===== src/logic/pcar_consts.svh =====
// Constants for the procedure call argument and return sequencer
// Notes on behaviour
// - Store flag set: write pointer into next free frame argument slot.
// - After a store, last flag ends generation, else take next template.
// - Pointers beyond the callee's expected count are discarded.
// - Missing arguments get one dummy pointer 100000 octal each.
// - Dummy pointer used other than passed on raises pointer fault.
// - Every argument pointer reserves three frame words.
// - Nonzero bit field: three words written, extension bit set.
// - Zero bit field: extension bit clear, only two words written.
// - Interrupted call resumable; saved counter points at callee entry.
// - Transfer instruction finds remaining pointers and completes them.
// - Transfer instruction moves arguments only after an interrupted call.
// - Return resumes caller after call instruction and its templates.
// - Return writes stack base into stack free pointer.
// - Return reloads stack base and link base from frame.
// - Return restores keys with bits 15-16 forced to zero.
// - Return ring is OR of saved ring and current ring.
// - Call without argument pointers leaves registers and temp base alone.
// - Store flag clear keeps intermediate in temporary base register.
// - Template bit 10 is store flag, bit 9 last-of-call flag.
// - Store flag clear requires at least one more template.
`ifndef PCAR_CONSTS_SVH
`define PCAR_CONSTS_SVH
// Template bit positions, bit 1 is MSB of 32-bit template (index 31)
`define PCAR_TPL_STORE_BIT  22
`define PCAR_TPL_LAST_BIT   23
`define PCAR_TPL_IND_BIT    27
`define PCAR_TPL_BITF_HI    31
`define PCAR_TPL_BITF_LO    28
`define PCAR_DUMMY_WORD     16'h8000
`define PCAR_SLOT_WORDS     16'h0003
`define PCAR_KEY_CLR_MASK   16'hFFFC
`define PCAR_RING_HI        14
`define PCAR_RING_LO        13
`define PCAR_PTR_EXT_BIT    12
// APB register offsets
`define PCAR_REG_CTRL       12'h000
`define PCAR_REG_STATUS     12'h004
`define PCAR_REG_TEMPLATE   12'h008
`define PCAR_REG_PTR_HI     12'h00C
`define PCAR_REG_PTR_LO     12'h010
`define PCAR_REG_PTR_BIT    12'h014
`define PCAR_REG_EXPECT     12'h018
`define PCAR_REG_FRAME      12'h01C
`define PCAR_REG_CUR_PC     12'h020
`define PCAR_REG_RET_PC     12'h024
`define PCAR_REG_SAVE_SB    12'h028
`define PCAR_REG_SAVE_LB    12'h02C
`define PCAR_REG_SAVE_KEYS  12'h030
`define PCAR_REG_SB         12'h034
`define PCAR_REG_LB         12'h038
`define PCAR_REG_KEYS       12'h03C
`define PCAR_REG_FREE_PTR   12'h040
`define PCAR_REG_TMP_BASE   12'h044
`define PCAR_REG_COUNT      12'h048
`define PCAR_REG_MEM_ADDR   12'h04C
`define PCAR_REG_MEM_DATA   12'h050
// Control register command codes (bits 2:0), bit 3 use-dummy probe
`define PCAR_CMD_TEMPLATE   3'h1
`define PCAR_CMD_FINISH     3'h2
`define PCAR_CMD_INTR       3'h3
`define PCAR_CMD_ARGUMENT_TRANSFER_INSTR       3'h4
`define PCAR_CMD_RETURN     3'h5
`define PCAR_CMD_START      3'h6
`define PCAR_CMD_USE_PTR    3'h7
`define PCAR_FRAME_WORDS    64
`endif


===== src/logic/pcar_pkg.sv =====
// Types for the procedure call argument and return sequencer
package pcar_pkg;
  typedef enum logic [2:0] {
    PCAR_IDLE,
    PCAR_GATHER,
    PCAR_WRITE,
    PCAR_PAD,
    PCAR_SUSPENDED,
    PCAR_RETURN
  } pcar_state_t;
endpackage


===== src/logic/pcar_frame_mem.sv =====
// Small stack frame memory with registered read data
`timescale 1ns/10ps
module pcar_frame_mem #(
  parameter int DEPTH = 64,
  parameter int AW    = 6
) (
  input  wire logic          ref_clk,
  input  wire logic          we,
  input  wire logic [AW-1:0] waddr,
  input  wire logic [15:0]   wdata,
  input  wire logic [AW-1:0] raddr,
  output logic      [15:0]   rdata
);
  logic [15:0] mem [DEPTH];

  always_ff @(posedge ref_clk) begin
    if (we) begin
      mem[waddr] <= wdata;
    end
    rdata <= mem[raddr];
  end
endmodule


===== src/logic/pcar_core.sv =====
// Procedure call argument storing, transfer resume and return sequencing
`timescale 1ns/10ps
`include "pcar_consts.svh"
module pcar_core
  import pcar_pkg::*;
#(
  parameter int FRAME_WORDS = `PCAR_FRAME_WORDS,
  parameter int AW          = 6
) (
  input  wire logic        ref_clk,
  input  wire logic        rst_n,
  input  wire logic        psel,
  input  wire logic        penable,
  input  wire logic        pwrite,
  input  wire logic [11:0] paddr,
  input  wire logic [31:0] pwdata,
  output logic      [31:0] prdata,
  output logic             pready,
  output logic             pslverr,
  output logic             ptr_fault
);

  // ------------------------------------------------------------
  // State
  // ------------------------------------------------------------
  typedef struct packed {
    pcar_state_t st;
    logic [31:0] template_w;
    logic [15:0] ptr_hi;
    logic [15:0] ptr_lo;
    logic [3:0]  ptr_bit;
    logic [7:0]  expect_n;
    logic [7:0]  stored_n;
    logic [7:0]  slot_n;
    logic [AW-1:0] frame_base;
    logic [1:0]  wr_word;
    logic        last_seen;
    logic        interrupted;
    logic [15:0] cur_pc;
    logic [15:0] ret_pc;
    logic [15:0] save_sb;
    logic [15:0] save_lb;
    logic [15:0] save_keys;
    logic [15:0] sb;
    logic [15:0] lb;
    logic [15:0] keys;
    logic [15:0] free_ptr;
    logic [31:0] tmp_base;
    logic        tmp_ext;
    logic        fault;
    logic [31:0] rdata;
  } pcar_regs_t;

  pcar_regs_t r_q;
  pcar_regs_t r_d;

  logic          mem_we;
  logic [AW-1:0] mem_waddr;
  logic [15:0]   mem_wdata;
  logic [AW-1:0] mem_raddr;
  logic [15:0]   mem_rdata;

  logic          wr_acc;
  logic          rd_setup;
  logic          mapped;
  logic          has_bits;
  logic [2:0]    cmd;
  logic [AW-1:0] slot_addr;

  assign wr_acc   = psel && penable && pwrite;
  // Read data is captured in the setup phase so it stands for the access edge
  assign rd_setup = psel && !penable && !pwrite;
  assign cmd      = pwdata[2:0];
  assign has_bits = (r_q.ptr_bit != 4'h0);
  assign slot_addr = AW'(r_q.frame_base + AW'(r_q.slot_n * 8'(`PCAR_SLOT_WORDS)))
                   + AW'(r_q.wr_word);
  assign pready   = 1'b1;
  assign prdata   = r_q.rdata;
  assign ptr_fault = r_q.fault;
  assign pslverr  = psel && penable && !mapped;

  always_comb begin
    unique case (paddr)
      `PCAR_REG_CTRL, `PCAR_REG_STATUS, `PCAR_REG_TEMPLATE, `PCAR_REG_PTR_HI,
      `PCAR_REG_PTR_LO, `PCAR_REG_PTR_BIT, `PCAR_REG_EXPECT, `PCAR_REG_FRAME,
      `PCAR_REG_CUR_PC, `PCAR_REG_RET_PC, `PCAR_REG_SAVE_SB, `PCAR_REG_SAVE_LB,
      `PCAR_REG_SAVE_KEYS, `PCAR_REG_SB, `PCAR_REG_LB, `PCAR_REG_KEYS,
      `PCAR_REG_FREE_PTR, `PCAR_REG_TMP_BASE, `PCAR_REG_COUNT, `PCAR_REG_MEM_ADDR,
      `PCAR_REG_MEM_DATA: mapped = 1'b1;
      default: mapped = 1'b0;
    endcase
  end

  // ------------------------------------------------------------
  // Frame memory
  // ------------------------------------------------------------
  pcar_frame_mem #(
    .DEPTH (FRAME_WORDS),
    .AW    (AW)
  ) u_mem (
    .ref_clk (ref_clk),
    .we      (mem_we),
    .waddr   (mem_waddr),
    .wdata   (mem_wdata),
    .raddr   (mem_raddr),
    .rdata   (mem_rdata)
  );

  always_comb begin
    mem_we    = 1'b0;
    mem_waddr = slot_addr;
    mem_wdata = 16'h0000;
    unique case (r_q.st)
      PCAR_WRITE: begin
        mem_we = 1'b1;
        unique case (r_q.wr_word)
          2'd0: mem_wdata = {r_q.ptr_hi[15:13], has_bits, r_q.ptr_hi[11:0]};
          2'd1: mem_wdata = r_q.ptr_lo;
          default: mem_wdata = {r_q.ptr_bit, 12'h000};
        endcase
      end
      PCAR_PAD: begin
        mem_we    = (r_q.stored_n < r_q.expect_n);
        mem_wdata = `PCAR_DUMMY_WORD;
      end
      default: ;
    endcase
  end
  assign mem_raddr = r_q.frame_base;

  // ------------------------------------------------------------
  // Sequencer and registers
  // ------------------------------------------------------------
  always_comb begin
    r_d = r_q;
    // Steps go first so that a command in the same cycle overrides them
    unique case (r_q.st)
      PCAR_WRITE: begin
        if (r_q.wr_word == 2'd2 || (r_q.wr_word == 2'd1 && !has_bits)) begin
          r_d.wr_word  = 2'd0;
          r_d.stored_n = r_q.stored_n + 8'h01;
          r_d.slot_n   = r_q.slot_n + 8'h01;
          r_d.st       = PCAR_GATHER;
        end else begin
          r_d.wr_word = r_q.wr_word + 2'd1;
        end
      end
      PCAR_PAD: begin
        if (r_q.stored_n >= r_q.expect_n) begin
          r_d.st = PCAR_IDLE;
        end else begin
          r_d.stored_n = r_q.stored_n + 8'h01;
          r_d.slot_n   = r_q.slot_n + 8'h01;
        end
      end
      PCAR_RETURN: begin
        r_d.free_ptr = r_q.sb;
        r_d.sb       = r_q.save_sb;
        r_d.lb       = r_q.save_lb;
        r_d.keys     = r_q.save_keys & `PCAR_KEY_CLR_MASK;
        r_d.cur_pc   = r_q.ret_pc;
        r_d.cur_pc[`PCAR_RING_HI:`PCAR_RING_LO] = r_q.ret_pc[`PCAR_RING_HI:`PCAR_RING_LO]
                   | r_q.cur_pc[`PCAR_RING_HI:`PCAR_RING_LO];
        r_d.st       = PCAR_IDLE;
      end
      default: ;
    endcase
    if (rd_setup) begin
      unique case (paddr)
        `PCAR_REG_STATUS:    r_d.rdata = {24'h0, r_q.interrupted, r_q.fault,
                                          r_q.last_seen, r_q.tmp_ext, 1'b0, r_q.st};
        `PCAR_REG_TEMPLATE:  r_d.rdata = r_q.template_w;
        `PCAR_REG_PTR_HI:    r_d.rdata = {16'h0, r_q.ptr_hi};
        `PCAR_REG_PTR_LO:    r_d.rdata = {16'h0, r_q.ptr_lo};
        `PCAR_REG_PTR_BIT:   r_d.rdata = {28'h0, r_q.ptr_bit};
        `PCAR_REG_EXPECT:    r_d.rdata = {24'h0, r_q.expect_n};
        `PCAR_REG_FRAME:     r_d.rdata = 32'(r_q.frame_base);
        `PCAR_REG_CUR_PC:    r_d.rdata = {16'h0, r_q.cur_pc};
        `PCAR_REG_RET_PC:    r_d.rdata = {16'h0, r_q.ret_pc};
        `PCAR_REG_SAVE_SB:   r_d.rdata = {16'h0, r_q.save_sb};
        `PCAR_REG_SAVE_LB:   r_d.rdata = {16'h0, r_q.save_lb};
        `PCAR_REG_SAVE_KEYS: r_d.rdata = {16'h0, r_q.save_keys};
        `PCAR_REG_SB:        r_d.rdata = {16'h0, r_q.sb};
        `PCAR_REG_LB:        r_d.rdata = {16'h0, r_q.lb};
        `PCAR_REG_KEYS:      r_d.rdata = {16'h0, r_q.keys};
        `PCAR_REG_FREE_PTR:  r_d.rdata = {16'h0, r_q.free_ptr};
        `PCAR_REG_TMP_BASE:  r_d.rdata = r_q.tmp_base;
        `PCAR_REG_COUNT:     r_d.rdata = {8'h0, r_q.slot_n, r_q.stored_n, r_q.expect_n};
        `PCAR_REG_MEM_DATA:  r_d.rdata = {16'h0, mem_rdata};
        default:             r_d.rdata = 32'h0000_0000;
      endcase
    end
    if (wr_acc) begin
      unique case (paddr)
        `PCAR_REG_PTR_HI:    r_d.ptr_hi = pwdata[15:0];
        `PCAR_REG_PTR_LO:    r_d.ptr_lo = pwdata[15:0];
        `PCAR_REG_PTR_BIT:   r_d.ptr_bit = pwdata[3:0];
        `PCAR_REG_EXPECT:    r_d.expect_n = pwdata[7:0];
        `PCAR_REG_FRAME:     r_d.frame_base = pwdata[AW-1:0];
        `PCAR_REG_CUR_PC:    r_d.cur_pc = pwdata[15:0];
        `PCAR_REG_RET_PC:    r_d.ret_pc = pwdata[15:0];
        `PCAR_REG_SAVE_SB:   r_d.save_sb = pwdata[15:0];
        `PCAR_REG_SAVE_LB:   r_d.save_lb = pwdata[15:0];
        `PCAR_REG_SAVE_KEYS: r_d.save_keys = pwdata[15:0];
        `PCAR_REG_SB:        r_d.sb = pwdata[15:0];
        `PCAR_REG_MEM_ADDR:  r_d.frame_base = pwdata[AW-1:0];
        `PCAR_REG_TMP_BASE:  r_d.tmp_base = pwdata;
        `PCAR_REG_TEMPLATE:  r_d.template_w = pwdata;
        `PCAR_REG_CTRL: begin
          unique case (cmd)
            `PCAR_CMD_START: begin
              r_d.st        = PCAR_GATHER;
              r_d.stored_n  = 8'h00;
              r_d.slot_n    = 8'h00;
              r_d.last_seen = 1'b0;
              r_d.fault     = 1'b0;
              r_d.interrupted = 1'b0;
            end
            `PCAR_CMD_TEMPLATE: if (r_q.st == PCAR_GATHER && !r_q.last_seen) begin
              r_d.last_seen = r_d.template_w[`PCAR_TPL_LAST_BIT];
              if (r_d.template_w[`PCAR_TPL_STORE_BIT]) begin
                if (r_q.stored_n < r_q.expect_n) begin
                  r_d.st      = PCAR_WRITE;
                  r_d.wr_word = 2'd0;
                end
              end else begin
                // Intermediate stays in temp base; next template must follow
                r_d.tmp_base = {r_q.ptr_hi, r_q.ptr_lo};
                r_d.tmp_ext  = has_bits;
              end
            end
            `PCAR_CMD_FINISH: if (r_q.st == PCAR_GATHER) begin
              r_d.st      = PCAR_PAD;
              r_d.wr_word = 2'd0;
            end
            `PCAR_CMD_INTR: if (r_q.st != PCAR_IDLE && r_q.st != PCAR_RETURN) begin
              r_d.st          = PCAR_SUSPENDED;
              r_d.interrupted = 1'b1;
              r_d.wr_word     = 2'd0;
            end
            `PCAR_CMD_ARGUMENT_TRANSFER_INSTR: if (r_q.st == PCAR_SUSPENDED && r_q.interrupted) begin
              r_d.st = PCAR_GATHER;
            end
            `PCAR_CMD_RETURN: if (r_q.st == PCAR_IDLE) begin
              r_d.st = PCAR_RETURN;
            end
            `PCAR_CMD_USE_PTR: begin
              if (pwdata[3] && r_q.ptr_hi == `PCAR_DUMMY_WORD) begin
                r_d.fault = 1'b1;
              end
            end
            default: ;
          endcase
        end
        default: ;
      endcase
    end
  end

  always_ff @(posedge ref_clk) begin
    if (!rst_n) begin
      r_q <= '0;
    end else begin
      r_q <= r_d;
    end
  end
endmodule


===== config.mk =====
export PLATFORM = sky130hd
export DESIGN_NAME = pcar_core
export DESIGN_NICKNAME = d
export VERILOG_FILES = /design/src/logic/pcar_pkg.sv /design/src/logic/pcar_frame_mem.sv /design/src/logic/pcar_core.sv
export VERILOG_INCLUDE_DIRS = /design/src /design/src/logic
export SDC_FILE = /design/constraint.sdc
export NUM_CORES = 2
export LEC_CHECK = 0
export BUFFER_PORTS_ARGS = -buffer_cell sky130_fd_sc_hd__buf_4
export CAP_MARGIN = 20
export CORE_MARGIN = 10
export CORE_UTILIZATION = 42
export DETAILED_ROUTE_END_ITERATION = 10
export PLACE_DENSITY = 0.61
export SLEW_MARGIN = 40
export SYNTH_ARGS = -nofsm -noshare
export SYNTH_HDL_FRONTEND = slang
export SYNTH_SLANG_ARGS = --single-unit
export TNS_END_PERCENT = 100

===== constraint.sdc =====
create_clock -name ref_clk -period 4.2 [get_ports ref_clk]
set_input_delay 0.84 -clock ref_clk [delete_from_list [all_inputs] [get_ports ref_clk]]
set_output_delay 0.84 -clock ref_clk [all_outputs]
set_load 0.005 [all_outputs]

# [After elaboration in Yosys (flattened, before gate mapping)]
# Memory sizes are Yosys's and may differ from the RTL's. A register that Yosys moved wholly into a read port is not among the register bits.
# Cells that the tools add are included.
[op_classes] mux=57 n_addsub=5 multipliers=1 reduce_logical=42 order_cmp=2 n_bitwise=2 eq_ne=42
[op_table] operator="32-bit case mux with 19 select lines" count=1
[op_table] operator="16-bit 2-to-1 mux" count=13
[op_table] operator="201-bit 2-to-1 mux" count=1
[op_table] operator="33-bit 2-to-1 mux" count=3
[op_table] operator="12-bit by 6-bit == test with 1-bit output (second input constant)" count=8
[op_table] operator="16-bit case mux with 2 select lines" count=3
[op_table] operator="64-bit 2-to-1 mux" count=1
[op_table] operator="32-bit case mux with 2 select lines" count=1
[op_table] operator="12-bit by 7-bit == test with 1-bit output (second input constant)" count=5
[op_table] operator="12-bit by 5-bit == test with 1-bit output (second input constant)" count=4
[op_table] operator="3-bit 2-to-1 mux" count=11
[op_table] operator="32-bit 2-to-1 mux" count=1
[op_table] operator="12-bit by 4-bit == test with 1-bit output (second input constant)" count=2
[op_table] operator="21-bit OR reduction" count=1
[op_table] operator="2-bit AND reduction" count=10
[op_table] operator="3-bit == test (second input constant)" count=6
[op_table] operator="3-bit case mux with 6 select lines" count=1
[op_table] operator="8-bit by 1-bit adder with 8-bit output (second input constant)" count=2
[op_table] operator="16-bit == test (second input constant)" count=1
[op_table] operator="12-bit by 3-bit == test with 1-bit output (second input constant)" count=1
[op_table] operator="3-bit by 2-bit == test with 1-bit output (second input constant)" count=4
[op_table] operator="12-bit logical NOT" count=1
[op_table] operator="2-bit 2-to-1 mux" count=6
[op_table] operator="4-bit AND reduction" count=3
[op_table] operator="31 further kinds" count=61
[totals] mem_bits_rw=1024 word_cells=177 ff_bits=313 out_inout_bits=35 mem_count=1 in_bits=49
[memory_table] memory="u_mem.mem" depth=64 word_bits=16 read_ports=1 rd_ports_with_merged_regs=1 wr=1 line_no="pcar_frame_mem.sv:14" rtl="logic [15:0] mem [DEPTH];"

# [Longest topological paths before layout]
[depth] depth_word=12 ltp_mapped=14

# [By module]
# A second synthesis with hierarchy kept.
[hier_totals] hier_cells=3853 hier_area_um2=55903.6
[by_module_without_submodules] mod="pcar_frame_mem" cells_per_inst=1829 area_each_um2=40042.2 seq_area_each_um2=31069.8 n_inst=1
[by_module_without_submodules] mod="pcar_core" cells_per_inst=2024 area_each_um2=15861.5 seq_area_each_um2=6266.0 n_inst=1

# [Least setup slack after synthesis]
# No wires, ideal clock.
[synth_path] kind="register to register" startpoint="reg r_q, in the netlist mem_raddr[1]" endpoint="mem u_mem.mem[49][0], enable pin" arrival_time_ps=4081 required_time_ps=3811 path_stages_with_launch=15 setup_slack_ps=-270 setup_time_ps=389 period_less_slack_ps=4470 cell_sequence="dfxtp_1 -> clkbuf_1 -> clkbuf_1 -> buf_1 -> inv_1 -> fa_1 -> inv_1 -> ha_1 -> fa_1 -> a21o_1 -> a21oi_1 -> xnor2_1 -> nor2_1 -> nand2_1 -> nor2_1"
[synth_via] elab_chain_cells=2
[synth_rtl] item="from (decl)" line_no="pcar_core.sv:54" rtl="pcar_regs_t r_q;"
[synth_rtl] item="from (signal assigned)" line_no="pcar_core.sv:264" rtl="r_q <= r_d;"
[synth_rtl] item="6-bit adder" line_no="pcar_core.sv:75" rtl="assign slot_addr = AW'(r_q.frame_base + AW'(r_q.slot_n * 8'(`PCAR_SLOT_WORDS)))"
[synth_rtl] item="6-bit by 2-bit adder with 6-bit output" line_no="pcar_core.sv:75"
[synth_rtl] item="to (decl)" line_no="pcar_frame_mem.sv:14"
# No other way between the ends.

# [Worst setup path after layout]
[layout_path] startpoint="reg r_q[213] (netlist name)" endpoint="mem u_mem.mem[63][4], enable pin"
[layout_via] elab_chain_cells=1
[layout_rtl] item="6-bit by 2-bit adder with 6-bit output" line_no="pcar_core.sv:75"
# No other way between the ends.

==> flow_metrics.env <==
export IMPL_outcome="finished clean"
export IMPL_yosysSeqAreaShare=0.678
export IMPL_drt_initial_drc_count=4479
export IMPL_gp_congestion=0.996
export IMPL_regToRegSetupSlack_ns=0.19
export IMPL_startpoint_type="flop"
export IMPL_hp_class="primary input to flop"
export IMPL_crit_family="adder cells"
export IMPL_cp_max_fo=16
export IMPL_worst_hold_slack_ns=0.325
export IMPL_cts_tree="done"
export IMPL_htreeDepth=4
export IMPL_synth_warnings=0
export IMPL_grt_pass1_vias=33300
export IMPL_power_mw=27.4
export IMPL_synth_edf_count=1024
export IMPL_ys_top_cells_by_area="edfxtp_1 (56%), dfxtp_1 (12%), mux4_2 (10%)"
export IMPL_final_cell_area_mm2=0.0635
export IMPL_clock_path_buffers=3
export IMPL_path_class="flop to flop"
export IMPL_yosys_area_top_type="edfxtp_1"
export IMPL_crit_path_top_delay_cell="fa_1"
export IMPL_drt_vias_per_instance=6.03
export IMPL_ir_worst_vdd_uv=345
export IMPL_dp_hpwl_um=104000
export IMPL_cp_common_cell="fa_1"
export IMPL_cts_hold_buffers_added=0
export IMPL_r2r_cells=12
export IMPL_period_share=0.954
export IMPL_drive_above_1_share=0.219
export IMPL_drv_slew=0
export IMPL_fin_skew_ns=0.0276
export IMPL_syn_nets=3800
export IMPL_p_int_mw=21.7
export IMPL_grt_antenna_before_repair=3
export IMPL_hold_viol_final=0
export IMPL_path_clk_slew_ns=0.07
export IMPL_clk_latency_ns=0.78
export IMPL_routed_wl_um=164000
export IMPL_worstHoldPathCells=3
export IMPL_p_sw_frac=0.206
export IMPL_mostFrequentLayoutCell="edfxtp_1"
export IMPL_ys_types=86
export IMPL_syn_area_mm2=0.0551
export IMPL_gr_total_overflow=0
export IMPL_grt_pass1_wl_um=238000
export IMPL_die_w_um=382
export IMPL_first_pass_iters=6
export IMPL_clock_fmax_ghz=0.250
export IMPL_synth_top_area_share=0.558
export IMPL_layout_area_overhead_vs_synth_pct=15.4
export IMPL_rows=132
export IMPL_cp_cell_sequence="fa_1 -> inv_1 -> fa_1 -> inv_1 -> ha_1 -> fa_1 -> a21o_1 -> a21oi_2 -> xor2_1 -> nand2_1 -> nor2_1 -> buf_4"
export IMPL_cts_buffers=142
export IMPL_cpPeakStageDelay_ns=0.53
export IMPL_async_flop_share=0
export IMPL_min_to="r_q[304]"
export IMPL_arrival_ns=4.45
export IMPL_drc_errors=0
export IMPL_rsz0062_at_grt="no"
export IMPL_worst_pin_slew_ns=0.867
export IMPL_endpoint_kind="flop"
export IMPL_grt_max_degree=113
export IMPL_p_sw_mw=5.63
export IMPL_fp_coreArea_mm2=0.130
export IMPL_fin_util=0.489
export IMPL_boundaryPins=84
export IMPL_syn_instance_count=3718
export IMPL_cap_violations=0
export IMPL_cts_num_sinks=1353
export IMPL_combPwrFrac=0.013
export IMPL_worst_path_buf_inv=3
export IMPL_via_count=34400
export IMPL_syn_avg_cell_area_um2=14.8
export IMPL_ys_seq_elements=1353
export IMPL_ant_nets=0
export IMPL_slew_headroom=0.422
export IMPL_die_area_mm2=0.146
export IMPL_worstPathRequired_ns=4.64
export IMPL_portBuffers=82
export IMPL_pwr_share_seq=0.518
export IMPL_p_per_area_mw_per_mm2=431
export IMPL_setup_viol=0
export IMPL_rr_endpoint="u_mem.mem[63][4]"
export IMPL_gr_usage_all_layers=0.219
export IMPL_leakagePower_nw=17.6
export IMPL_p_clk_frac=0.468
export IMPL_worst_slack_ns=0.192
export IMPL_period_needed_ns=4.01
export IMPL_fin_nets=3935
export IMPL_pre_cts_ws_ns=0.144
export IMPL_place_area_mm2=0.0586
export IMPL_r2r_start="r_q[213]"
export IMPL_synth_ff_type="edfxtp_1"
export IMPL_wire_per_inst_um=28.6
export IMPL_cts_root_buffer="clkbuf_16"
export IMPL_worstHoldStart="pwdata[24]"
export IMPL_final_cell_mix="edfxtp_1 (1024), nand2_1 (543), dfxtp_1 (327), mux4_2 (256), buf_4 (246)"
export IMPL_start_util=0.424
export IMPL_die_h_um=382
-- layout make-up --
type	count	area, um2
tap	1742	2180
sequential	1353	37300
antenna	1	2.50
fill	10900	66300
clock inverter	84	971
clock buffer	178	3810
inverter	22	90.1
multi-input combinational	2049	16500
timing repair buffer	285	2580
-- power groups by stage --
stage / Combinational [mW] / Sequential, mW / Clock, mW
floorplan: 0.188 / 14.5 / 0
global placement: 0.351 / 14.5 / 0
detailed placement: 0.349 / 14.5 / 0
CTS: 0.350 / 14.2 / 13.0
global route: 0.369 / 14.2 / 13.6
finish: 0.361 / 14.2 / 12.8
-- Yosys cell counts (22+ instances only) --
cell type     n
o21ai_0      62
edfxtp_1   1024
nand2_1     544
nor2_1      205
inv_1        22
a211oi_2     28
buf_2        55
nor3_1       24
ha_1         27
a22oi_1     166
buf_4        41
clkbuf_1    176
mux2i_1      44
a21oi_1     236
a221oi_1     41
a22o_1       69
nand3_1      48
mux4_2      256
dfxtp_1     329
a311oi_1     23
-- metrics by stage --
stage                     TNS (ns)  cells
after floorplan             -82.41   3718
after global placement           0   5442
after detailed placement         0   5447
after CTS                        0   5709
after global routing             0   5714
final                            0   5714
-- per-layer routing --
layer | GRT usage | share of wire
met1 | 0.316 | 0.43
met2 | 0.324 | 0.44
met3 | 0.0412 | 0.089
met4 | 0.0889 | 0.042
met5 | 0 | 0.000079
-- registers in the layout (all words and copies together), names as in the netlist --
| name | cells |
|---|---|
| u_mem.rdata | 16 |
| mem_raddr | 6 |
| prdata | 32 |
| r_q | 274 |
| ptr_fault | 1 |
| u_mem.mem | 1024 |
-- kinds of logic after synthesis --
kind of cell               share of synthesized area
AOI/OAI and AO/OA                             0.0958
adders and majority gates                    0.00832
and+or+nand+nor                               0.0748
other                                      0.0000681
buffers and inverters                         0.0260
DFF                                            0.678
xor gates and xnor gates                     0.00334
muxes                                          0.114
-- tightest hold or removal path: cells and delay by family --
kind,cells,cell delay [ns]
AOI/OAI and AO/OA,1,0.05
buffers and inverters,1,0.11
and+or+nand+nor,1,0.05
-- timing repair --
item,in CTS,in global routing
setup endpoints to repair,0,308
gates resized for setup,0,4
buffers inserted,0,1
-- worst max path at each step --
stage / startpoint / end / slack (ns) / depth (start not counted)
detailed placement: r_q[213] / u_mem.mem[54][8] / 0.14 / 13
floorplan: mem_raddr[1] / u_mem.mem[16][0] / -0.12 / 14
global placement: r_q[213] / u_mem.mem[22][11] / 0.20 / 13
global route: r_q[213] / u_mem.mem[63][4] / 0.03 / 12
CTS: r_q[213] / u_mem.mem[54][8] / 0.11 / 13
finish: r_q[213] / u_mem.mem[63][4] / 0.19 / 12
Note: power is estimated with default switching activity, not from simulation.
